$ cat config.mk
export PLATFORM = sky130hd
export DESIGN_NAME = interrupt_stack_status
export DESIGN_NICKNAME = d
export VERILOG_FILES = /design/src/hdl/interrupt_stack_status.v
export VERILOG_INCLUDE_DIRS = /design/src /design/src/hdl
export SDC_FILE = /design/constraint.sdc
export NUM_CORES = 1
export LEC_CHECK = 0
export BUFFER_PORTS_ARGS = -buffer_cell sky130_fd_sc_hd__buf_2
export CORE_ASPECT_RATIO = 1.2
export CORE_MARGIN = 2
export CORE_UTILIZATION = 25
export DETAILED_ROUTE_END_ITERATION = 16
export PLACE_DENSITY_LB_ADDON = 0.15
export SLEW_MARGIN = 20
export SYNTH_ARGS = -nofsm -noshare
export SYNTH_HDL_FRONTEND = slang
export SYNTH_SLANG_ARGS = --single-unit
$ cat constraint.sdc
create_clock -name clk -period 4.5 [get_ports clk]
set_input_delay 0.225 -clock clk [delete_from_list [all_inputs] [get_ports clk]]
set_output_delay 0.225 -clock clk [all_outputs]
set_load 0.01 [all_outputs]
$ cat src/hdl/irq_stack_consts.vh
/*
 * Register offsets, field positions, reset values and vector codes for the
 * interrupt, stack and condition-code block. Definitions only; included by
 * interrupt_stack_status.v.
 */
`ifndef IRQ_STACK_CONSTS_VH
`define IRQ_STACK_CONSTS_VH
// Register offsets on the plain register port
`define OFS_IRQ_CONTROL   4'h0
`define OFS_VECTOR_BASE   4'h1
`define OFS_STACK_PTRS    4'h2
`define OFS_DATA_STACK    4'h3
`define OFS_COND_CODES    4'h4
`define OFS_AUX_CONTROL   4'h5
`define OFS_IRQ_STATUS    4'h6
`define OFS_IRQ_CLEAR     4'h7
`define OFS_IRQ_ENABLE    4'h8
`define OFS_VECTOR_OUT    4'h9
// Field positions
`define BIT_GLOBAL_EN     0
`define BIT_BIDIR_DIR     1
`define BIT_BIDIR_MASK    3
`define BIT_FLAG_Z        0
`define BIT_FLAG_C        1
`define BIT_FLAG_V        2
`define BIT_FLAG_N        3
`define BIT_BIDIR_PIN     4
// Reset values
`define RST_MASK          5'h1f
`define RST_RX_SEL        2'h3
`define RST_VECTOR_BASE   8'h00
`define RST_STACK_PTR     4'h0
// Six-bit vector codes
`define VEC_NMI           6'h1c
`define VEC_RX            6'h04
`define VEC_TX            6'h08
`define VEC_TURN          6'h0c
`define VEC_BIDIR         6'h10
`define VEC_TIMER         6'h14
// Stack depth
`define STACK_DEPTH       16
`endif

$ cat src/hdl/interrupt_stack_status.v
/*
 * Interrupt control, vector generation, a 16-entry operand stack, the return stack pointer and the
 * condition flags of the embedded processor: source gating and priority,
 * sticky status with enable and clear, the register port that software
 * uses to reach all of it, and the bidirectional interrupt pin.
 * Assumes a single clock, a synchronous active-high reset, a register
 * master with one-cycle strobes that never overlap, and core and source
 * signals on this clock except the bidirectional pin, which is
 * synchronised here. The pad itself, with its output enable active low,
 * sits outside this block.
 */
// Design decisions made here: the register addresses and the plain strobed port.
`timescale 1ns/10ps
`include "irq_stack_consts.vh"

module interrupt_stack_status #(
    parameter DEPTH = `STACK_DEPTH
) (
    // Clock, reset and register port
    input  wire        clk,
    input  wire        rst,
    input  wire [3:0]  regAddr,
    input  wire [7:0]  regWrData,
    input  wire        regWr,
    input  wire        regRd,
    output reg  [7:0]  regRdData,
    // Receiver conditions and source requests
    input  wire        rxFifoFull,
    input  wire        rxError,
    input  wire        rxDataReady,
    input  wire        txIrqReq,
    input  wire        turnIrqReq,
    input  wire        timerIrqReq,
    input  wire        nmiReq,
    // Bidirectional pin
    input  wire        bidirIrqPinIn,
    output reg         bidirIrqPinOut,
    output reg         bidirIrqPinOe,
    // Core stack and flag controls
    input  wire        retPush,
    input  wire        retPop,
    input  wire        flagLoad,
    input  wire        flagCarryLoad,
    input  wire        aluCarry,
    input  wire        aluNegative,
    input  wire        aluOverflow,
    input  wire        aluZero,
    // Interrupt outputs
    output reg         irqReq,
    output reg  [15:0] irqVector,
    output reg         irqPending
);

    reg [1:0]  rxSel_q;
    reg [4:0]  irqMask_q;
    reg        globalEn_q;
    reg        bidirDir_q;
    reg [7:0]  vecBase_q;
    reg [3:0]  retPtr_q;
    reg [3:0]  opPtr_q;
    reg [7:0]  opStack [0:DEPTH-1];
    reg [3:0]  flags_q;
    reg        pinMeta_q;
    reg        pinSync_q;
    reg [5:0]  status_q;
    reg [5:0]  enable_q;
    reg        rxCause;
    reg [4:0]  active;
    reg [5:0]  code;
    reg [5:0]  events;
    reg [7:0]  rdMux;

    // Register write and read decodes; one strobe per register keeps the
    // update processes short and makes the write-only and read-only
    // offsets easy to see
    wire       wrControl = regWr & (regAddr == `OFS_IRQ_CONTROL);
    wire       wrBase    = regWr & (regAddr == `OFS_VECTOR_BASE);
    wire       wrPtrs    = regWr & (regAddr == `OFS_STACK_PTRS);
    wire       wrStack   = regWr & (regAddr == `OFS_DATA_STACK);
    wire       wrFlags   = regWr & (regAddr == `OFS_COND_CODES);
    wire       wrAux     = regWr & (regAddr == `OFS_AUX_CONTROL);
    wire       wrClear   = regWr & (regAddr == `OFS_IRQ_CLEAR);
    wire       wrEnable  = regWr & (regAddr == `OFS_IRQ_ENABLE);
    wire       rdStack   = regRd & (regAddr == `OFS_DATA_STACK);

    // Receiver cause by select field; 00 is fifo full or error, 01 and 10
    // bring in the data-ready condition, 11 is fifo full alone
    always @*
    begin
        case (rxSel_q)
            2'h0:    rxCause = rxFifoFull | rxError;
            2'h1:    rxCause = rxDataReady | rxError;
            2'h2:    rxCause = rxDataReady;
            default: rxCause = rxFifoFull;
        endcase
    end

    // Per-source gating; bit 3 only masks the pin while it is an input,
    // since in output mode the same bit is the level driven onto the pin
    always @*
    begin
        active[0] = rxCause & ~irqMask_q[0];
        active[1] = txIrqReq & ~irqMask_q[1];
        active[2] = turnIrqReq & ~irqMask_q[2];
        active[3] = ~bidirDir_q & pinSync_q & ~irqMask_q[`BIT_BIDIR_MASK];
        active[4] = timerIrqReq & ~irqMask_q[4];
        if (!globalEn_q)
            active = 5'h00;
    end

    // Fixed priority encoder; NMI bypasses enable and mask. With nothing
    // pending the timer code is shown, so the vector is never undefined
    // and the core must qualify it with the request output
    always @*
    begin
        if (nmiReq)
            code = `VEC_NMI;
        else if (active[0])
            code = `VEC_RX;
        else if (active[1])
            code = `VEC_TX;
        else if (active[2])
            code = `VEC_TURN;
        else if (active[3])
            code = `VEC_BIDIR;
        else
            code = `VEC_TIMER;
    end

    // Sticky event bits: index 0..4 sources, 5 NMI; sources are taken after
    // gating so a masked source never shows in the status register
    always @*
    begin
        events = {nmiReq, active};
    end

    // Read multiplexer; the stack port reads the current top entry.
    // Write-only and unmapped offsets read as zero, and the read strobe
    // of the stack port pops, so software must not poll that offset
    always @*
    begin
        case (regAddr)
            `OFS_IRQ_CONTROL: rdMux = {rxSel_q, 1'b0, irqMask_q};
            `OFS_VECTOR_BASE: rdMux = vecBase_q;
            `OFS_STACK_PTRS:  rdMux = {retPtr_q, opPtr_q};
            `OFS_DATA_STACK:  rdMux = opStack[opPtr_q - 4'h1];
            `OFS_COND_CODES:  rdMux = {3'h0, pinSync_q, flags_q};
            `OFS_AUX_CONTROL: rdMux = {6'h0, bidirDir_q, globalEn_q};
            `OFS_IRQ_STATUS:  rdMux = {2'h0, status_q};
            `OFS_IRQ_ENABLE:  rdMux = {2'h0, enable_q};
            `OFS_VECTOR_OUT:  rdMux = {2'h0, code};
            default:          rdMux = 8'h00;
        endcase
    end

    // Stack memory has no reset so its contents start undefined; that lets
    // it map onto plain storage cells
    always @(posedge clk)
    begin
        if (wrStack)
            opStack[opPtr_q] <= regWrData;
    end

    // Two-flop synchroniser for the pin; only the second stage is read,
    // which costs two cycles of latency on the pin request but keeps a
    // metastable first stage away from the gating logic
    always @(posedge clk)
    begin
        if (rst)
        begin
            pinMeta_q <= 1'b0;
            pinSync_q <= 1'b0;
        end
        else
        begin
            pinMeta_q <= bidirIrqPinIn;
            pinSync_q <= pinMeta_q;
        end
    end

    // Interrupt control: receiver select and the five source masks; all
    // sources start masked so nothing but NMI fires before software is ready
    always @(posedge clk)
    begin
        if (rst)
        begin
            rxSel_q   <= `RST_RX_SEL;
            irqMask_q <= `RST_MASK;
        end
        else if (wrControl)
        begin
            rxSel_q   <= regWrData[7:6];
            irqMask_q <= regWrData[4:0];
        end
    end

    // Auxiliary control: global enable and pin direction; the pin starts
    // as an input so the block never fights an external driver at reset
    always @(posedge clk)
    begin
        if (rst)
        begin
            globalEn_q <= 1'b0;
            bidirDir_q <= 1'b0;
        end
        else if (wrAux)
        begin
            globalEn_q <= regWrData[`BIT_GLOBAL_EN];
            bidirDir_q <= regWrData[`BIT_BIDIR_DIR];
        end
    end

    // Vector base byte
    always @(posedge clk)
    begin
        if (rst)
            vecBase_q <= `RST_VECTOR_BASE;
        else if (wrBase)
            vecBase_q <= regWrData;
    end

    // Interrupt enable register, same layout as the status register
    always @(posedge clk)
    begin
        if (rst)
            enable_q <= 6'h00;
        else if (wrEnable)
            enable_q <= regWrData[5:0];
    end

    // Return stack pointer; a software write beats a simultaneous push or
    // pop, and push beats pop; the pointer wraps silently, so the core must
    // not nest deeper than the stack
    always @(posedge clk)
    begin
        if (rst)
            retPtr_q <= `RST_STACK_PTR;
        else if (wrPtrs)
            retPtr_q <= regWrData[7:4];
        else if (retPush)
            retPtr_q <= retPtr_q + 4'h1;
        else if (retPop)
            retPtr_q <= retPtr_q - 4'h1;
    end

    // Operand stack pointer; a port write pushes and a port read pops
    always @(posedge clk)
    begin
        if (rst)
            opPtr_q <= `RST_STACK_PTR;
        else if (wrPtrs)
            opPtr_q <= regWrData[3:0];
        else if (wrStack)
            opPtr_q <= opPtr_q + 4'h1;
        else if (rdStack)
            opPtr_q <= opPtr_q - 4'h1;
    end

    // Condition flags; a core update wins over a software write of the
    // flag byte, since the instruction result is the newer value
    always @(posedge clk)
    begin
        if (rst)
            flags_q <= 4'h0;
        else if (flagLoad)
        begin
            flags_q[`BIT_FLAG_N] <= aluNegative;
            flags_q[`BIT_FLAG_Z] <= aluZero;
            flags_q[`BIT_FLAG_V] <= aluOverflow;
            if (flagCarryLoad)
                flags_q[`BIT_FLAG_C] <= aluCarry;
        end
        else if (wrFlags)
            flags_q <= regWrData[3:0];
    end

    // Sticky status: a new event wins over a clear in the same cycle, so a
    // request arriving just as software clears its bit is never lost
    always @(posedge clk)
    begin
        if (rst)
            status_q <= 6'h00;
        else if (wrClear)
            status_q <= (status_q & ~regWrData[5:0]) | events;
        else
            status_q <= status_q | events;
    end

    // Read data stands for one cycle after the strobe and is zero
    // otherwise, so a bus that ORs several slaves needs no gating
    always @(posedge clk)
    begin
        if (rst)
            regRdData <= 8'h00;
        else if (regRd)
            regRdData <= rdMux;
        else
            regRdData <= 8'h00;
    end

    // Pin outputs; the enable is active low, so after reset the block
    // leaves the pin alone until software turns it into an output
    always @(posedge clk)
    begin
        if (rst)
        begin
            bidirIrqPinOut <= 1'b0;
            bidirIrqPinOe  <= 1'b1;
        end
        else
        begin
            bidirIrqPinOut <= irqMask_q[`BIT_BIDIR_MASK];
            bidirIrqPinOe  <= ~bidirDir_q;
        end
    end

    // Request, vector and level interrupt; request and vector lag their cause by
    // one cycle, the level interrupt a source event by two via the sticky status, which the core must allow for when it samples the vector
    always @(posedge clk)
    begin
        if (rst)
        begin
            irqReq     <= 1'b0;
            irqVector  <= 16'h0000;
            irqPending <= 1'b0;
        end
        else
        begin
            irqReq     <= nmiReq | (|active);
            irqVector  <= {vecBase_q, 2'b00, code};
            irqPending <= |(status_q & enable_q);
        end
    end

endmodule // interrupt_stack_status

==> results.cfg <==
[status]
status = finished, final reports clean

[logic_synthesis]
synth_top_family_by_area = multiplexers
synth_xor_area_share_pct = 0.619
synth_top_area_share_pct = 46.4
synth_compound_area_share_pct = 5.95
synth_cell_types = 56
ys.flop_type = edfxtp_1
syn_area_per_cell_um2 = 14.0
synth_cells = 590
yosys-mux-area-fraction_pct = 15.9
seq_area_frac_synth_pct = 62.3
async_reset_ff_share_pct = 0
synth_edf_count = 128
yosys_warnings = 0
yosys.area.top_type = edfxtp_1
synth.area.top_cells = edfxtp_1 (46%), dfxtp_1 (16%), mux4_2 (5.4%)
synth-seq-cells = 194
synth_fa_ha_area_share_pct = 1.30
netlist_area_um2 = 8280
synth-simple-area-share_pct = 11.1

[worst_setup_path]
path_class = flip-flop to flip-flop
crit_fanout = 22
crit_buf_inv = 2
cp_slowest_stage_delay_ns = 0.68
slowest_stage = ha_1
critPathTopFamily = adder cells
cp_data_required_time_ns = 4.81
critPathLaunchType = flip-flop
arrival_ns = 3.18
crit_chain = inv_1, ha_1, buf_4, mux4_1, mux2_2, a22oi_1, nand3_1
cp-end-kind = flip-flop

[timing]
layout_min_cycle_time_ns = 2.87
fin_crit_sh_pct = 63.8
worstMarginPinSlew_ns = 1.09
slew_violations = 0
skew_ns = 0.0103
max_slew_margin_pct = 27.6
rsz0062_at_grt = false
final.setup.worst_slack_ns = 1.63
fmax_ghz = 0.348
fin_setup_tns_ns = 0
final_hold_viol_count = 0
setup-violations-final = 0

[final_layout]
n_antenna_cell = 0
layout.cells.most_common = edfxtp_1
nets = 674
layout_common_cells = edfxtp_1 (128), dfxtp_1 (65), nor2_1 (56)
area_delta_synth_final_pct = 14.8
drive_above_1_share_pct = 21.2
fin_util_pct = 28.9

[route]
vias_per_cell = 4.74
vias = 5016
ant_nets = 0
drc = 0
wirelength_um = 22300
first_iter_violations = 399
routedWlPerCell_um = 21.0
drt_pass1_iterations = 5

[placement]
port-buffer-count = 54
place_ws_ns = 1.61
dp_hpwl_um = 15200
place_congestion = 0.818

[global_routing]
grt_max_degree = 62
antenna_found_initial = 0
grtUsageTotal_pct = 13.3
grt_pass1_vias = 5327
gr-total-overflow = 0
grt_pass1_wl_um = 33600

[floorplan]
ios = 60
coreArea_um2 = 32900
initial_core_util_pct = 25.2
dieWidth_um = 170
dieHeight_um = 203
core.rowCount = 73
die_area_um2 = 34600

[clock_tree]
h-tree-depth = 4
cts_hold_buffers = 0
cts_resized = 0
clock-sinks = 194
cts_tree = done
cts.clk_slew.worst_paths_ns = 0.07
cts_post_setup_buffers_inserted = 0
numCtsBuffers = 17
clock_path_buffers = 2
cts_root_buf = clkbuf_16
clk-insertion-delay-late_ns = 0.43

[min_path]
min_path_type = input pin to flip-flop

[power_and_ir_drop]
power_w = 0.00368
vdd_drop_max_uv = 173
power.density_nw_per_um2 = 386
leakagePower_nw = 3.35

[run]
cap_violations = 0
-- state kept, by name, summed over array words and instances, names as in the netlist, 2 cells and up --
| register | flops |
|---|---|
| rxSel_q | 2 |
| flags_q | 4 |
| irqVector | 11 |
| regRdData | 8 |
| status_q | 6 |
| irqMask_q | 5 |
| opPtr_q | 4 |
| enable_q | 6 |
| retPtr_q | 4 |
| opStack | 128 |
| vecBase_q | 8 |
-- path summary, 6_finish.rpt --
check / startpoint / endpoint / slack, ns / depth (start not counted)
worst max register to register: opPtr_q[1] / regRdData[3] / 1.63 / 7
worst max-delay path: opPtr_q[1] / regRdData[3] / 1.63 / 7
worst min-delay path: bidirIrqPinIn / pinMeta_q / 0.02 / 2
worst min register to register: bidirDir_q / bidirIrqPinOe / 0.44 / 1
-- cell type report --
cell class	instances	area, um2
Sequential cell	194	5170
Clock inverter	15	150
Clock buffer	17	425
Inverter	5	18.8
Fill cell	3329	23400
Multi-Input combinational cell	357	2930
Timing Repair Buffer	59	308
Tap cell	412	515
-- per-stage QoR --
stage / area, um2 / hold slack (ns) / instances
2_1_floorplan: 8300 / 0.324 / 594
3_3_place_gp: 8910 / 0.420 / 1026
3_5_place_dp: 8930 / 0.426 / 1027
4_1_cts: 9510 / 0.00664 / 1059
5_1_grt: 9510 / 0.0456 / 1059
6_report: 9510 / 0.0215 / 1059
-- kinds of logic (layout without fill, tap and decap cells) --
family | Yosys count | after routing
compound gates | 72 | 72
xor+xnor | 5 | 5
fa+ha+maj | 8 | 8
buf+inv | 43 | 96
flops | 194 | 194
mux | 85 | 85
other cells | 1 | 5
simple gates | 182 | 182
-- where the power goes --
part / internal (W) / switching [W] / leakage, nW
Combinational: 0.000102 / 0.000162 / 1.38
Sequential: 0.00191 / 0.0000213 / 1.69
Clock: 0.000738 / 0.000738 / 0.277
Total: 0.00275 / 0.000921 / 3.35
-- Yosys cell counts, types with 2 or more instances --
master and instances:
and3_1 5, dfxtp_1 66, mux4_1 12, buf_2 14
and2_1 3, nor2b_1 27, nand3_1 8, mux2i_1 37
clkbuf_1 15, a21oi_1 15, o211ai_1 2, inv_1 5
a32oi_1 3, nor3b_1 3, a31oi_1 4, nor2_1 56
or4_1 3, xor2_1 3, a221o_1 3, buf_4 6
o21ai_0 12, buf_6 3, a221oi_1 2, mux4_2 20
nand2b_1 6, and4_1 2, nand3b_1 11, mux2_2 16
nand2_1 42, o31ai_1 3, nor4_1 2, nor3_1 8
edfxtp_1 128, ha_1 7, a22oi_1 17
-- routing by layer --
layer,vias to the layer above,GRT usage [%],part of all wire [%]
met5,-,0,0
met4,0,4.27,2.0
met3,25,2.27,4.3
met2,152,22.3,49
met1,2520,17.5,45
li1,2319,-,-
No activity file was read; power rests on OpenSTA's default activity.
